File: config.mk
export PLATFORM = sky130hd
export DESIGN_NAME = dfm_top
export DESIGN_NICKNAME = d
export VERILOG_FILES = /design/src/dfm_pkg.sv /design/src/dfm_top.sv /design/src/dfm_sync.sv /design/src/dfm_history.sv
export SDC_FILE = /design/constraint.sdc
export NUM_CORES = 2
export LEC_CHECK = 0
export BUFFER_PORTS_ARGS = -buffer_cell sky130_fd_sc_hd__buf_2
export CORE_MARGIN = 4
export CORE_UTILIZATION = 25
export DETAILED_ROUTE_END_ITERATION = 16
export PLACE_DENSITY = 0.46
export SLEW_MARGIN = 10
export SYNTH_ARGS = -nofsm -noshare
export SYNTH_HDL_FRONTEND = slang
export SYNTH_SLANG_ARGS = --single-unit
File: constraint.sdc
create_clock -name sys_clk -period 2.9 [get_ports sys_clk]
set_input_delay 0.58 -clock sys_clk [delete_from_list [all_inputs] [get_ports sys_clk]]
set_output_delay 0.58 -clock sys_clk [all_outputs]
set_load 0.05 [all_outputs]
File: src/dfm_pkg.sv
// shared constants and types of the drive fault monitor
package dfm_pkg;
   // timing
   localparam int CLK_HZ = 125_000_000;
   localparam int MS_PER_S = 1000;
   localparam int CYC_PER_MS = CLK_HZ / MS_PER_S;
   localparam int OV_DELAY_S = 100;
   localparam logic [16:0] OV_DELAY_MS = 17'(OV_DELAY_S * MS_PER_S);
   localparam logic [15:0] DROP_MIN_MS = 16'h000f;
   // history layout
   localparam int HIST_N = 6;
   localparam int EW = 124;
   localparam int E_CODE = 0;
   localparam int E_SUB = 8;
   localparam int E_FREQ = 12;
   localparam int E_CUR = 28;
   localparam int E_DC = 44;
   localparam int E_RUN = 60;
   localparam int E_MON = 92;
   localparam logic [31:0] NO_DATA = 32'h0000_ffff;
   // fault codes
   localparam logic [7:0] F_UNDERV = 8'h09;
   localparam logic [7:0] F_LOCK = 8'h0d;
   localparam logic [7:0] F_GND = 8'h0e;
   localparam logic [7:0] F_OVV = 8'h0f;
   localparam logic [7:0] F_DROP = 8'h10;
   localparam logic [7:0] F_OTEMP = 8'h15;
   localparam logic [7:0] F_LINK = 8'h17;
   localparam logic [7:0] F_PHASE = 8'h18;
   localparam logic [7:0] F_IGBT = 8'h1e;
   localparam logic [7:0] F_PTC = 8'h23;
   localparam logic [7:0] F_BRAKE = 8'h24;
   localparam logic [7:0] F_MOD1 = 8'h3c;
   localparam logic [7:0] F_MOD2 = 8'h46;
   localparam logic [3:0] SUB_MAX = 4'h9;
   // register byte offsets
   localparam logic [7:0] A_CTRL = 8'h00;
   localparam logic [7:0] A_STAT = 8'h04;
   localparam logic [7:0] A_DTOL = 8'h08;
   localparam logic [7:0] A_BTO = 8'h0c;
   localparam logic [7:0] A_RMODE = 8'h10;
   localparam logic [7:0] A_RWAIT = 8'h14;
   localparam logic [7:0] A_HIST = 8'h40;
   // reset values
   localparam logic [15:0] DTOL_RST = 16'h0064;
   localparam logic [15:0] BTO_RST = 16'h0064;
   localparam logic [15:0] RWAIT_RST = 16'h03e8;
   localparam logic RMODE_RST = 1'b1;
   // field positions
   localparam int CTRL_INIT = 0;
   localparam int CTRL_ACK = 1;
   localparam int ST_TRIP = 0;
   localparam int ST_OE = 1;
   localparam int ST_STBY = 2;
   localparam int ST_CNT = 3;
   localparam int ST_INIT = 4;
   localparam int ST_CODE = 12;
   localparam logic [1:0] RESP_OKAY = 2'h0;
   localparam logic [1:0] RESP_SLVERR = 2'h2;
   typedef enum logic [1:0] {DFM_RUN, DFM_WAIT, DFM_TRIP} dfm_state_t;
endpackage

File: src/dfm_top.sv
// drive fault monitor: detection, trip control, history and register bus
//
// Design decisions made here: the AXI4-Lite interface to the registers and the address map.
`timescale 1ns/100ps
module dfm_top #(
   parameter int CYC_PER_MS_P = dfm_pkg::CYC_PER_MS
) (
   // clock and reset
   input  wire logic        sys_clk,
   input  wire logic        resetn,
   // register bus
   input  wire logic [7:0]  s_axi_awaddr,
   input  wire logic        s_axi_awvalid,
   output logic             s_axi_awready,
   input  wire logic [31:0] s_axi_wdata,
   input  wire logic [3:0]  s_axi_wstrb,
   input  wire logic        s_axi_wvalid,
   output logic             s_axi_wready,
   output logic [1:0]       s_axi_bresp,
   output logic             s_axi_bvalid,
   input  wire logic        s_axi_bready,
   input  wire logic [7:0]  s_axi_araddr,
   input  wire logic        s_axi_arvalid,
   output logic             s_axi_arready,
   output logic [31:0]      s_axi_rdata,
   output logic [1:0]       s_axi_rresp,
   output logic             s_axi_rvalid,
   input  wire logic        s_axi_rready,
   // supervision pins
   input  wire logic        mainsOkIn,
   input  wire logic        unattendedStartLockoutInput,
   input  wire logic        groundFaultIn,
   input  wire logic        supplyOverIn,
   input  wire logic [2:0]  phasePresentIn,
   input  wire logic        overTempIn,
   input  wire logic        linkErrorIn,
   input  wire logic        transistorOcIn,
   input  wire logic        thermistorHighIn,
   input  wire logic        brakeAckIn,
   input  wire logic        lowVoltageIn,
   input  wire logic        moduleOneReq,
   input  wire logic [3:0]  moduleOneSub,
   input  wire logic        moduleTwoReq,
   input  wire logic [3:0]  moduleTwoSub,
   // keypad pins
   input  wire logic        offKeyIn,
   input  wire logic        resetInputIn,
   input  wire logic        standbyIn,
   // drive logic
   input  wire logic [3:0]  driveState,
   input  wire logic        brakeCmd,
   input  wire logic [15:0] outFreq,
   input  wire logic [15:0] motorCurrent,
   input  wire logic [15:0] dcLinkVolt,
   input  wire logic [31:0] runTime,
   input  wire logic [31:0] mainsOnTime,
   // power stage and keypad
   output logic             outputEnable,
   output logic             tripActive,
   output logic [11:0]      faultCode,
   output logic             standbyInd,
   output logic             countdownInd,
   output logic             initInd
);
   import dfm_pkg::*;

   function automatic logic [3:0] subClamp(input logic [3:0] v);
      subClamp = (v > SUB_MAX) ? SUB_MAX : v;
   endfunction

   function automatic logic [15:0] wr16(input logic [15:0] old, input logic [31:0] d,
                                        input logic [3:0] st);
      wr16 = {st[1] ? d[15:8] : old[15:8], st[0] ? d[7:0] : old[7:0]};
   endfunction

   logic [25:0]     pinSync;
   logic            mainsOkS;
   logic            uslS;
   logic            gndS;
   logic            supOvS;
   logic [2:0]      phaseS;
   logic            otS;
   logic            linkS;
   logic            ocS;
   logic            ptcS;
   logic            brakeAckS;
   logic            lowVS;
   logic            mod1S;
   logic [3:0]      mod1SubS;
   logic            mod2S;
   logic [3:0]      mod2SubS;
   logic            offKeyS;
   logic            resetInS;
   logic            standbyS;

   dfm_sync #(.W(26)) u_sync (
      .sys_clk (sys_clk),
      .resetn  (resetn),
      .asyncIn ({standbyIn, resetInputIn, offKeyIn, moduleTwoSub, moduleTwoReq,
                 moduleOneSub, moduleOneReq, lowVoltageIn, brakeAckIn, thermistorHighIn,
                 transistorOcIn, linkErrorIn, overTempIn, phasePresentIn, supplyOverIn,
                 groundFaultIn, unattendedStartLockoutInput, mainsOkIn}),
      .syncOut (pinSync)
   );
   assign {standbyS, resetInS, offKeyS, mod2SubS, mod2S, mod1SubS, mod1S, lowVS, brakeAckS,
           ptcS, ocS, linkS, otS, phaseS, supOvS, gndS, uslS, mainsOkS} = pinSync;

   logic [16:0]     msCnt_reg;
   logic            msTick_reg;
   logic [16:0]     powerMs_reg;
   logic [15:0]     dropMs_reg;
   logic            mainsPrev_reg;
   logic            offKeyPrev_reg;
   logic            brakeCmdPrev_reg;
   logic            brakeWait_reg;
   logic [15:0]     brakeMs_reg;
   logic [15:0]     dropTol_reg;
   logic [15:0]     brakeTo_reg;
   logic [15:0]     restartWait_reg;
   logic            restartMode_reg;
   logic            initReq_reg;
   logic            swAck_reg;
   dfm_state_t      state_reg;
   logic [15:0]     waitMs_reg;
   logic [7:0]      lastCode_reg;
   logic [3:0]      lastSub_reg;
   logic            mainsUp;
   logic            brakeLate;
   logic            detHit;
   logic [7:0]      detCode;
   logic            tripNow;
   logic [7:0]      tripCode;
   logic            ackReq;
   logic [EW-1:0]   pushEntry;
   logic [EW-1:0]   histEntry;
   logic            histValid;
   logic            initBusy;
   logic [2:0]      rdSlot;

   // millisecond time base
   always_ff @(posedge sys_clk or negedge resetn) begin
      if (!resetn) begin
         msCnt_reg <= 17'h0;
         msTick_reg <= 1'b0;
      end else begin
         msTick_reg <= (msCnt_reg == 17'(CYC_PER_MS_P - 1));
         msCnt_reg <= (msCnt_reg == 17'(CYC_PER_MS_P - 1)) ? 17'h0 : msCnt_reg + 17'h1;
      end
   end

   // powered time and dropout length
   always_ff @(posedge sys_clk or negedge resetn) begin
      if (!resetn) begin
         powerMs_reg <= 17'h0;
         dropMs_reg <= 16'h0;
         mainsPrev_reg <= 1'b0;
         offKeyPrev_reg <= 1'b0;
      end else begin
         mainsPrev_reg <= mainsOkS;
         offKeyPrev_reg <= offKeyS;
         if (!mainsOkS) begin
            powerMs_reg <= 17'h0;
         end else if (msTick_reg && powerMs_reg != OV_DELAY_MS) begin
            powerMs_reg <= powerMs_reg + 17'h1;
         end
         if (mainsUp) begin
            dropMs_reg <= 16'h0;
         end else if (!mainsOkS && msTick_reg && dropMs_reg != 16'hffff) begin
            dropMs_reg <= dropMs_reg + 16'h1;
         end
      end
   end
   assign mainsUp = mainsOkS && !mainsPrev_reg;

   // brake acknowledge supervision
   always_ff @(posedge sys_clk or negedge resetn) begin
      if (!resetn) begin
         brakeCmdPrev_reg <= 1'b0;
         brakeWait_reg <= 1'b0;
         brakeMs_reg <= 16'h0;
      end else begin
         brakeCmdPrev_reg <= brakeCmd;
         if (brakeAckS || !brakeCmd || state_reg == DFM_TRIP) begin
            brakeWait_reg <= 1'b0;
            brakeMs_reg <= 16'h0;
         end else if (!brakeCmdPrev_reg) begin
            brakeWait_reg <= 1'b1;
            brakeMs_reg <= 16'h0;
         end else if (brakeWait_reg && msTick_reg && brakeMs_reg != 16'hffff) begin
            brakeMs_reg <= brakeMs_reg + 16'h1;
         end
      end
   end
   assign brakeLate = brakeWait_reg && (brakeMs_reg >= brakeTo_reg);

   // fault detection, highest priority first
   always_comb begin
      detHit = 1'b1;
      detCode = F_UNDERV;
      if (mainsUp && uslS) begin
         detCode = F_LOCK;
      end else if (gndS) begin
         detCode = F_GND;
      end else if (supOvS && powerMs_reg == OV_DELAY_MS) begin
         detCode = F_OVV;
      end else if (mainsUp && dropMs_reg >= DROP_MIN_MS && dropMs_reg > dropTol_reg) begin
         detCode = F_DROP;
      end else if (otS) begin
         detCode = F_OTEMP;
      end else if (linkS) begin
         detCode = F_LINK;
      end else if (mainsOkS && phaseS != 3'h7) begin
         detCode = F_PHASE;
      end else if (ocS) begin
         detCode = F_IGBT;
      end else if (ptcS) begin
         detCode = F_PTC;
      end else if (brakeLate) begin
         detCode = F_BRAKE;
      end else if (mod1S) begin
         detCode = F_MOD1 + {4'h0, subClamp(mod1SubS)};
      end else if (mod2S) begin
         detCode = F_MOD2 + {4'h0, subClamp(mod2SubS)};
      end else begin
         detHit = 1'b0;
      end
   end

   // low voltage trips at once with restart mode off, otherwise only once the restart wait has run out
   assign tripNow = (state_reg == DFM_RUN && (detHit || (lowVS && !restartMode_reg))) ||
                    (state_reg == DFM_WAIT && (detHit || (waitMs_reg == 16'h0 && lowVS)));
   assign tripCode = detHit ? detCode : F_UNDERV;
   assign ackReq = (offKeyS && !offKeyPrev_reg) || resetInS || swAck_reg;
   assign pushEntry = {mainsOnTime, runTime, dcLinkVolt, motorCurrent, outFreq,
                       subClamp(driveState), tripCode};

   always_ff @(posedge sys_clk or negedge resetn) begin
      if (!resetn) begin
         state_reg <= DFM_RUN;
         waitMs_reg <= 16'h0;
         lastCode_reg <= 8'h00;
         lastSub_reg <= 4'h0;
      end else if (tripNow) begin
         state_reg <= DFM_TRIP;
         lastCode_reg <= tripCode;
         lastSub_reg <= subClamp(driveState);
      end else begin
         case (state_reg)
            DFM_RUN: begin
               if (lowVS) begin
                  state_reg <= DFM_WAIT;
                  waitMs_reg <= restartWait_reg;
               end
            end
            DFM_WAIT: begin
               if (waitMs_reg == 16'h0) begin
                  state_reg <= DFM_RUN;
               end else if (msTick_reg) begin
                  waitMs_reg <= waitMs_reg - 16'h1;
               end
            end
            DFM_TRIP: begin
               if (ackReq) begin
                  state_reg <= DFM_RUN;
               end
            end
            default: begin
               state_reg <= DFM_RUN;
            end
         endcase
      end
   end

   dfm_history u_hist (
      .sys_clk   (sys_clk),
      .resetn    (resetn),
      .push      (tripNow),
      .pushEntry (pushEntry),
      .initReq   (initReq_reg),
      .initBusy  (initBusy),
      .rdSlot    (rdSlot),
      .rdEntry   (histEntry),
      .rdValid   (histValid)
   );

   // outputs to power stage and keypad
   always_ff @(posedge sys_clk or negedge resetn) begin
      if (!resetn) begin
         outputEnable <= 1'b0;
         tripActive <= 1'b0;
         faultCode <= 12'h000;
         standbyInd <= 1'b0;
         countdownInd <= 1'b0;
         initInd <= 1'b0;
      end else begin
         outputEnable <= state_reg == DFM_RUN && !tripNow && !lowVS && mainsOkS &&
                         !standbyS && !resetInS && !initBusy;
         tripActive <= state_reg == DFM_TRIP || tripNow;
         faultCode <= {lastSub_reg, lastCode_reg};
         standbyInd <= standbyS || resetInS;
         countdownInd <= state_reg == DFM_WAIT;
         initInd <= initBusy;
      end
   end

   // register bus write side
   logic            awHave_reg;
   logic [7:0]      awAddr_reg;
   logic            wHave_reg;
   logic [31:0]     wData_reg;
   logic [3:0]      wStrb_reg;
   logic            doWrite;
   assign doWrite = awHave_reg && wHave_reg && !s_axi_bvalid;

   always_ff @(posedge sys_clk or negedge resetn) begin
      if (!resetn) begin
         awHave_reg <= 1'b0;
         awAddr_reg <= 8'h00;
         wHave_reg <= 1'b0;
         wData_reg <= 32'h0;
         wStrb_reg <= 4'h0;
         s_axi_awready <= 1'b1;
         s_axi_wready <= 1'b1;
         s_axi_bvalid <= 1'b0;
         s_axi_bresp <= RESP_OKAY;
      end else begin
         if (s_axi_awvalid && s_axi_awready) begin
            awHave_reg <= 1'b1;
            awAddr_reg <= s_axi_awaddr;
            s_axi_awready <= 1'b0;
         end
         if (s_axi_wvalid && s_axi_wready) begin
            wHave_reg <= 1'b1;
            wData_reg <= s_axi_wdata;
            wStrb_reg <= s_axi_wstrb;
            s_axi_wready <= 1'b0;
         end
         if (doWrite) begin
            awHave_reg <= 1'b0;
            wHave_reg <= 1'b0;
            s_axi_bvalid <= 1'b1;
            s_axi_bresp <= (awAddr_reg <= A_RWAIT) ? RESP_OKAY : RESP_SLVERR;
         end else if (s_axi_bvalid && s_axi_bready) begin
            s_axi_bvalid <= 1'b0;
            s_axi_awready <= 1'b1;
            s_axi_wready <= 1'b1;
         end
      end
   end

   // configuration registers and command pulses
   always_ff @(posedge sys_clk or negedge resetn) begin
      if (!resetn) begin
         dropTol_reg <= DTOL_RST;
         brakeTo_reg <= BTO_RST;
         restartWait_reg <= RWAIT_RST;
         restartMode_reg <= RMODE_RST;
         initReq_reg <= 1'b0;
         swAck_reg <= 1'b0;
      end else begin
         initReq_reg <= 1'b0;
         swAck_reg <= 1'b0;
         if (doWrite) begin
            case (awAddr_reg)
               A_CTRL: begin
                  initReq_reg <= wStrb_reg[0] && wData_reg[CTRL_INIT];
                  swAck_reg <= wStrb_reg[0] && wData_reg[CTRL_ACK];
               end
               A_DTOL: dropTol_reg <= wr16(dropTol_reg, wData_reg, wStrb_reg);
               A_BTO: brakeTo_reg <= wr16(brakeTo_reg, wData_reg, wStrb_reg);
               A_RMODE: begin
                  if (wStrb_reg[0]) begin
                     restartMode_reg <= wData_reg[0];
                  end
               end
               A_RWAIT: restartWait_reg <= wr16(restartWait_reg, wData_reg, wStrb_reg);
               default: begin
               end
            endcase
         end
      end
   end

   // register bus read side
   logic [31:0]     rdNext;
   logic [1:0]      rrespNext;

   always_comb begin
      rdNext = 32'h0;
      rrespNext = RESP_OKAY;
      rdSlot = 3'(s_axi_araddr[7:5] - 3'h2);
      if (s_axi_araddr >= A_HIST) begin
         case (s_axi_araddr[4:2])
            3'h0: rdNext = histValid ? {20'h0, histEntry[E_SUB +: 4],
                                        histEntry[E_CODE +: 8]} : NO_DATA;
            3'h1: rdNext = {16'h0, histEntry[E_FREQ +: 16]};
            3'h2: rdNext = {16'h0, histEntry[E_CUR +: 16]};
            3'h3: rdNext = {16'h0, histEntry[E_DC +: 16]};
            3'h4: rdNext = histEntry[E_RUN +: 32];
            3'h5: rdNext = histEntry[E_MON +: 32];
            default: rdNext = 32'h0;
         endcase
      end else begin
         case (s_axi_araddr)
            A_CTRL: rdNext = 32'h0;
            A_STAT: begin
               rdNext[ST_TRIP] = tripActive;
               rdNext[ST_OE] = outputEnable;
               rdNext[ST_STBY] = standbyInd;
               rdNext[ST_CNT] = countdownInd;
               rdNext[ST_INIT] = initInd;
               rdNext[ST_CODE +: 12] = faultCode;
            end
            A_DTOL: rdNext = {16'h0, dropTol_reg};
            A_BTO: rdNext = {16'h0, brakeTo_reg};
            A_RMODE: rdNext = {31'h0, restartMode_reg};
            A_RWAIT: rdNext = {16'h0, restartWait_reg};
            default: rrespNext = RESP_SLVERR;
         endcase
      end
   end

   always_ff @(posedge sys_clk or negedge resetn) begin
      if (!resetn) begin
         s_axi_arready <= 1'b1;
         s_axi_rvalid <= 1'b0;
         s_axi_rdata <= 32'h0;
         s_axi_rresp <= RESP_OKAY;
      end else if (s_axi_arvalid && s_axi_arready) begin
         s_axi_arready <= 1'b0;
         s_axi_rvalid <= 1'b1;
         s_axi_rdata <= rdNext;
         s_axi_rresp <= rrespNext;
      end else if (s_axi_rvalid && s_axi_rready) begin
         s_axi_rvalid <= 1'b0;
         s_axi_arready <= 1'b1;
      end
   end
endmodule

File: src/dfm_sync.sv
// two-stage synchroniser for a group of pin levels
`timescale 1ns/100ps
module dfm_sync #(
   parameter int W = 1
) (
   // clock and reset
   input  wire logic         sys_clk,
   input  wire logic         resetn,
   // levels
   input  wire logic [W-1:0] asyncIn,
   output logic [W-1:0]      syncOut
);
   import dfm_pkg::*;
   for (genvar i = 0; i < W; i++) begin : g_bit
      logic meta_reg;
      logic sync_reg;
      always_ff @(posedge sys_clk or negedge resetn) begin
         if (!resetn) begin
            meta_reg <= 1'b0;
            sync_reg <= 1'b0;
         end else begin
            meta_reg <= asyncIn[i];
            sync_reg <= meta_reg;
         end
      end
      assign syncOut[i] = sync_reg;
   end
endmodule

File: src/dfm_history.sv
// six-entry shifting fault history with sequential clear
`timescale 1ns/100ps
module dfm_history (
   // clock and reset
   input  wire logic                   sys_clk,
   input  wire logic                   resetn,
   // new entry and clear
   input  wire logic                   push,
   input  wire logic [dfm_pkg::EW-1:0] pushEntry,
   input  wire logic                   initReq,
   output logic                        initBusy,
   // read port
   input  wire logic [2:0]             rdSlot,
   output logic [dfm_pkg::EW-1:0]      rdEntry,
   output logic                        rdValid
);
   import dfm_pkg::*;
   logic [EW:0] slotBus [HIST_N];
   logic [2:0]  initCnt_reg;
   logic        initBusy_reg;

   // one slot cleared per cycle
   always_ff @(posedge sys_clk or negedge resetn) begin
      if (!resetn) begin
         initBusy_reg <= 1'b0;
         initCnt_reg <= 3'h0;
      end else if (initBusy_reg) begin
         if (initCnt_reg == 3'(HIST_N - 1)) begin
            initBusy_reg <= 1'b0;
         end
         initCnt_reg <= initCnt_reg + 3'h1;
      end else if (initReq) begin
         initBusy_reg <= 1'b1;
         initCnt_reg <= 3'h0;
      end
   end

   for (genvar s = 0; s < HIST_N; s++) begin : g_slot
      logic [EW:0] slot_reg;
      always_ff @(posedge sys_clk or negedge resetn) begin
         if (!resetn) begin
            slot_reg <= '0;
         end else if (initBusy_reg) begin
            if (initCnt_reg == 3'(s)) begin
               slot_reg <= '0;
            end
         end else if (push) begin
            if (s == 0) begin
               slot_reg <= {1'b1, pushEntry};
            end else begin
               slot_reg <= slotBus[s - (s > 0)];
            end
         end
      end
      assign slotBus[s] = slot_reg;
   end

   always_comb begin
      rdEntry = '0;
      rdValid = 1'b0;
      if (rdSlot < 3'(HIST_N)) begin
         rdEntry = slotBus[rdSlot][EW-1:0];
         rdValid = slotBus[rdSlot][EW];
      end
   end

   assign initBusy = initBusy_reg;
endmodule

== After elaboration in Yosys (flattened, before gate mapping) ==
Cells that the tools add are included.

* Flip-flop bits (word level): 1,044
* Output and inout port bits: 58
* Logic and storage cells: 350

* Add/subtract/negate cells: 9
* $lt $le $gt $ge: 10
* Equality and inequality tests: 42
* Mux-type cells: 104
* Bitwise operators: 2
* Reductions and logical operators: 82

{| class="wikitable"
|+ Operators with widths
! kind !! count
|-
| 2-to-1 mux 125 bit || 20
|-
| binary-select mux 125 bit (select 3 bit) || 1
|-
| one-hot mux 32 bit (6 select lines) || 1
|-
| 2-to-1 mux 16 bit || 9
|-
| 2-to-1 mux 124 bit || 1
|-
| 2-to-1 mux 8 bit || 13
|-
| 2-to-1 mux 17 bit || 3
|-
| one-hot mux 12 bit (4 select lines) || 1
|-
| 2-to-1 mux 1 bit || 38
|-
| adder 17 x 1 -> 17 bit, second input constant || 2
|-
| == test 17 bit, second input constant || 2
|-
| adder 16 x 1 -> 16 bit, second input constant || 2
|-
| == test 8 x 4 -> 1 bit, second input constant || 4
|-
| == test 8 x 5 -> 1 bit, second input constant || 4
|-
| logical AND 1 bit || 32
|-
| 2-to-1 mux 32 bit || 1
|-
| != test 16 bit, second input constant || 2
|-
| one-hot mux 16 bit (2 select lines) || 1
|-
| one-hot mux 5 bit (5 select lines) || 1
|-
| AND reduction 3 bit || 8
|-
| one-hot mux 7 bit (3 select lines) || 1
|-
| != test 2 bit, second input constant || 9
|-
| != test 17 bit, second input constant || 1
|-
| greater-or-equal comparator 16 bit || 1
|-
| other kinds (38) || 91
|}

== Depth between registers and ports, before layout ==
* Word-level depth: 22
* Mapped depth: 16
* Depth with buffers taken out: 9

== Cells and area by module ==
Synthesis repeated with hierarchy kept, for this count alone.

* Cells, all modules: 3,754
* Area, all modules: 46,326.9 µm²

{| class="wikitable"
|+ By module, submodules not included
! module !! times used !! cells each !! area an instance (µm²) !! sequential area each (µm²)
|-
| dfm_history || 1 || 2,404 || 32,402.3 || 18,868.1
|-
| dfm_top || 1 || 1,272 || 12,428.2 || 5,875.6
|-
| dfm_sync || 1 || 78 || 1,496.4 || 1,301.2
|}

== Least setup slack after synthesis ==
OpenSTA, ideal clock, no wires.

* Path kind: input to register
* Start: input s_axi_araddr[6]
* End: register s_axi_rdata[3]
* Library setup time: 0.121 ns
* Arrival time: 3.922 ns
* Data required time: 2.779 ns
* Slack: -1.143 ns
* Stages on the path: 16
* Cell sequence: clkbuf_1 -> buf_2 -> clkbuf_1 -> clkbuf_1 -> clkbuf_1 -> inv_1 -> ha_1 -> clkbuf_1 -> nand2b_1 -> clkbuf_1 -> clkbuf_1 -> o22a_1 -> o21ai_0 -> a222oi_1 -> a31oi_1 -> o22a_1

* Cells in the longest elaborated chain, start to end: 9
* Elaborated cells between the ends (all ways): 18
* Classes of those cells: 1 x add/sub; 2 x order compare; 5 x eq/ne; 9 x mux; 1 x bitwise

{| class="wikitable"
|+ Ends and longest elaborated chain
! element !! RTL line !! RTL
|-
| from (decl) || dfm_top.sv:22 || <nowiki>input wire logic [7:0] s_axi_araddr,</nowiki>
|-
| subtractor 3 x 2 -> 3 bit || dfm_top.sv:391 || <nowiki>rdSlot = 3'(s_axi_araddr[7:5] - 3'h2);</nowiki>
|-
| NOT 3 -> 4 bit (not written as such) || dfm_history.sv:62, dfm_history.sv:63 ||
|-
| binary-select mux 125 bit (select 3 bit) || dfm_history.sv:62, dfm_history.sv:63 ||
|-
| 2-to-1 mux 125 bit (not written as such) (2 in a row) || dfm_history.sv:62 || <nowiki>rdEntry = slotBus[rdSlot][EW-1:0];</nowiki>
|-
| 2-to-1 mux 124 bit / 2-to-1 mux 1 bit (equally long branches) || dfm_history.sv:61 || <nowiki>if (rdSlot < 3'(HIST_N)) begin</nowiki>
|-
| 2-to-1 mux 16 bit || dfm_top.sv:394 || <nowiki>3'h0: rdNext = histValid ? {20'h0, histEntry[E_SUB +: 4],</nowiki>
|-
| one-hot mux 32 bit (6 select lines) || dfm_top.sv:393 || <nowiki>case (s_axi_araddr[4:2])</nowiki>
|-
| 2-to-1 mux 32 bit (*) || dfm_top.sv:392 || <nowiki>if (s_axi_araddr >= A_HIST) begin</nowiki>
|-
| to (signal assigned) || dfm_top.sv:432 || <nowiki>s_axi_rdata <= rdNext;</nowiki>
|-
| to (decl) || dfm_top.sv:25 || <nowiki>output logic [31:0] s_axi_rdata,</nowiki>
|}

Every way passes the cells marked *; elsewhere a longest branch is shown, timed or not. The select of a mux whose other input is x is not followed.
A chain may end at the register's enable or synchronous reset.

== Worst setup path in the final report ==
* Start: register brakeTo_reg[2]
* End: register u_hist.g_slot[2].slot_reg[56]

* Cells in the longest elaborated chain, start to end: 17
* Elaborated cells between the ends (all ways): 19
* Classes of those cells: 1 x order compare; 10 x mux; 8 x reduce/logical

{| class="wikitable"
|+ Ends and longest elaborated chain
! element !! RTL line !! RTL
|-
| from (decl) || dfm_top.sv:118 || <nowiki>logic [15:0] brakeTo_reg;</nowiki>
|-
| from (signal assigned) || dfm_top.sv:370 || <nowiki>A_BTO: brakeTo_reg <= wr16(brakeTo_reg, wData_reg, wStrb_reg);</nowiki>
|-
| greater-or-equal comparator 16 bit (*) || dfm_top.sv:194 || <nowiki>assign brakeLate = brakeWait_reg && (brakeMs_reg >= brakeTo_reg);</nowiki>
|-
| logical AND 1 bit (*) || dfm_top.sv:194 ||
|-
| 2-to-1 mux 1 bit (*) || dfm_top.sv:218 || <nowiki>end else if (brakeLate) begin</nowiki>
|-
| 2-to-1 mux 1 bit (*) || dfm_top.sv:216 || <nowiki>end else if (ptcS) begin</nowiki>
|-
| 2-to-1 mux 1 bit (*) || dfm_top.sv:214 || <nowiki>end else if (ocS) begin</nowiki>
|-
| 2-to-1 mux 1 bit (*) || dfm_top.sv:212 || <nowiki>end else if (mainsOkS && phaseS != 3'h7) begin</nowiki>
|-
| 2-to-1 mux 1 bit (*) || dfm_top.sv:210 || <nowiki>end else if (linkS) begin</nowiki>
|-
| 2-to-1 mux 1 bit (*) || dfm_top.sv:208 || <nowiki>end else if (otS) begin</nowiki>
|-
| 2-to-1 mux 1 bit (*) || dfm_top.sv:206 || <nowiki>end else if (mainsUp && dropMs_reg >= DROP_MIN_MS && dropMs_reg > dropTol_reg) begin</nowiki>
|-
| 2-to-1 mux 1 bit (*) || dfm_top.sv:204 || <nowiki>end else if (supOvS && powerMs_reg == OV_DELAY_MS) begin</nowiki>
|-
| 2-to-1 mux 1 bit (*) || dfm_top.sv:202 || <nowiki>end else if (gndS) begin</nowiki>
|-
| 2-to-1 mux 1 bit (*) || dfm_top.sv:200 || <nowiki>if (mainsUp && uslS) begin</nowiki>
|-
| logical OR 1 bit, on equally long branches || dfm_top.sv:230, dfm_top.sv:231 ||
|-
| logical AND 1 bit, on equally long branches || dfm_top.sv:230, dfm_top.sv:231 ||
|-
| logical OR 1 bit (*) || dfm_top.sv:230 || <nowiki>assign tripNow = (state_reg == DFM_RUN && (detHit || (lowVS && !restartMode_reg))) ||</nowiki>
|-
| nonzero test 2 bit (no line) (*) || -- ||
|-
| AND reduction 2 bit (no line) (*) || -- ||
|-
| to (signal assigned) || dfm_history.sv:49 || <nowiki>slot_reg <= {1'b1, pushEntry};</nowiki>
|-
| to (signal assigned) || dfm_history.sv:51 || <nowiki>slot_reg <= slotBus[s - (s > 0)];</nowiki>
|-
| to (decl) || dfm_history.sv:39 || <nowiki>logic [EW:0] slot_reg;</nowiki>
|}

Every way passes the cells marked *; elsewhere a longest branch is shown, timed or not.

==> run metrics <==
top_reg_cell synth=dfrtp_1; Synth Warn #=0; total track usage=15.92%; failing checks=setup timing; total CTS buffers=119; Fin. Hold Viols=0; max cap viols=0; placed cells=6148; Worst slew margin=32.52%; Largest register FFs=744; Longest Clk Path Bufs=3; most common cell in the synthesized netlist=dfrtp_1; fin nets=4263; sequential share of the synthesized area=57.28%; die width=433.2 um; #FFs+latches synth=1034; Worst Setup Start Kind=flop; HPWL Detailed=106.2 mm; Post-Syn Area=0.04521 mm^2; CP arrival=3670 ps; die height=433.2 um; cells after synthesis=3443; Post-route DRC=0; Finish-stage setup viols=735; setup repair after global routing missed its margin=yes; top-area cell type share of the netlist area=56.35%; layout cells sized above 1=28.25%; vias in the first global route=32950; Critical Path RT=3520 ps; initial core utilization=25.23%; Critical Path End Type=flop; largest net degree at the start of global routing=119; syn avg cell area=13.13 um^2; fmax=0.3281 GHz; row count=155; critical path class=reg -> reg; TritonCTS clock tree=yes; Max Slew Vio Count=0; PwrDens=1062 mW/mm^2; Distinct cells, synth=73; Congestion Overflow GR=0; DRT Pass-1 Iters=6; die area=0.1877 mm^2; antenna viol nets, final=0; IO Count=260; Max IR drop VDD=0.0006106 V; hold slack=69.97 ps; Setup WS post-layout=-148.1 ps; Post-synth EDFFs=0; status=finished, violations left; drt via density=5.051; Synth area leaders=dfrtp_1 (56%), a22o_1 (14%), mux4_2 (6.8%); Post-Layout Cell Count=6471; I/O Buffers=238; Synth top cells by count=dfrtp_1 (1018), a22o_1 (741), nand2_1 (159); H-Tree Depth=3; clk_skew=51.80 ps; total clock sinks=1034; Worst Tran Pin Value=1012 ps; leak pwr=26.09 nW; post-detailed-route wirelength per cell=23.94 um; Hold Path Class=in -> reg; CP max FO=7; clock latency at the later pin of the worst-skew pair=750 ps; min Tclk post-route=3048 ps; drt initial violations=2531; fin crit share=105.1%; Yosys top cell by area=dfrtp_1; drt total wl=154.9 mm; asr flop ratio synth=100.0%; Clk Tree Root Cell=clkbuf_16; area of the core=0.1792 mm^2; Design Area, Final=0.05782 mm^2; Layout area overhead=27.91%; wire length of the first global-routing pass=225.8 mm; initial antenna violation count=10; via count=32690; GP Congestion=0.8417; dpl cell area=0.05217 mm^2; Clk pin slew, worst setup/hold paths=60 ps
[worst paths after layout]
kind                                            from  cells past startpoint                        endpoint  slack [ps]
hold reg to reg            u_sync.g_bit[20].meta_reg                      0       u_sync.g_bit[20].sync_reg         340
min in group asynchronous                     resetn                      2                  waitMs_reg[11]         400
setup reg to reg                      brakeTo_reg[2]                     14   u_hist.g_slot[2].slot_reg[56]        -150
max in group asynchronous                     resetn                      3   u_hist.g_slot[0].slot_reg[71]        1490
setup / recovery                      brakeTo_reg[2]                     14   u_hist.g_slot[2].slot_reg[56]        -150
hold / removal                       mainsOnTime[21]                      2  u_hist.g_slot[0].slot_reg[113]          70
[routing by layer]
layer  routed length, um  share of wire (%)  global-route usage, %  vias up
met5                  70              0.045                      0        -
met4                8393                5.4                  7.992       10
met3                6999                4.5                  2.200      251
met2               69880                 45                  24.46      883
met1               69560                 45                  21.99    17040
li1                    -                  -                      -    14500
[where the power goes]
group	total, mW	switching, mW	internal, mW
combinational	21.6	10.7	10.9
clock	15.3	6.33	8.98
sequential	24.5	4.80	19.7
[cell usage in the layout, fill, tap and decap left out, drive strengths merged, types with 23 or more instances in the layout]
cell / instances
a21oi: 93
a221oi: 32
a22o: 741
a22oi: 30
a31oi: 31
buf: 663
clkbuf: 188
clkinv: 31
dfrtp: 1018
dlygate4sd3: 57
ha: 46
inv: 69
mux2: 79
mux2i: 119
mux4: 137
nand2: 159
nand3: 43
nand4: 23
nor2: 104
nor3: 24
o21ai: 94
o22ai: 58
xor2: 37
[kinds of logic (layout without fill, tap and decap cells)]
family,after synthesis,count (layout),share of synthesized area (%)
AO/OA/AOI/OAI,1161,1161,20.52
buffers and inverters,350,1018,3.468
flip-flops,1034,1034,57.28
adder cells (fa/ha/maj),46,46,1.273
XOR/XNOR,55,55,1.066
AND/OR/NAND/NOR,461,461,4.952
multiplexers,335,335,11.43
other,1,6,0.008295
[repair_timing]
action                                  CTS  global route
hold endpoints to repair                 64             0
buffers inserted                         13            11
resized for setup                        46            26
hold buffers                             57             0
pin swaps                                63            18
endpoints found under the setup margin  765           769
cloned                                    3            17
[stage by stage]
stage | power [mW] | setup WS [ps] | TNS (ps) | util, %
6_report | 61.41 | -148.1 | -65500 | 32.27
2_1_floorplan | 35.65 | -9.272 | -63.02 | -
3_5_place_dp | 44.29 | -308.4 | -169370 | 29.11
3_3_place_gp | 44.08 | -263.0 | -140140 | 29.11
4_1_cts | 60.78 | -134.9 | -52450 | 31.90
5_1_grt | 64.51 | -253.8 | -140840 | 32.26
[layout make-up]
cell class / count / area [um^2]
Antenna cell: 3 / 7.507
Clock buffer: 173 / 3462
Clock inverter: 46 / 513.0
Fill cell: 17950 / 121400
Inverter: 63 / 239.0
Multi-Input combinational cell: 2061 / 18010
Sequential cell: 1034 / 25890
Tap cell: 2355 / 2947
Timing Repair Buffer: 736 / 6749
[critical path, stage by stage, from the launching register on]
cell and delay [ps]:
dfstp_2 590, inv_2 60, ha_4 250, o21a_1 100
nor2_1 40, or4b_4 510, a31o_4 250, buf_6 120
buf_6 120, nand4_1 120, o21ai_4 70, buf_6 140
clkbuf_16 200, clkbuf_16 180, a22o_1 170
No activity file was read; power rests on OpenSTA's default activity.
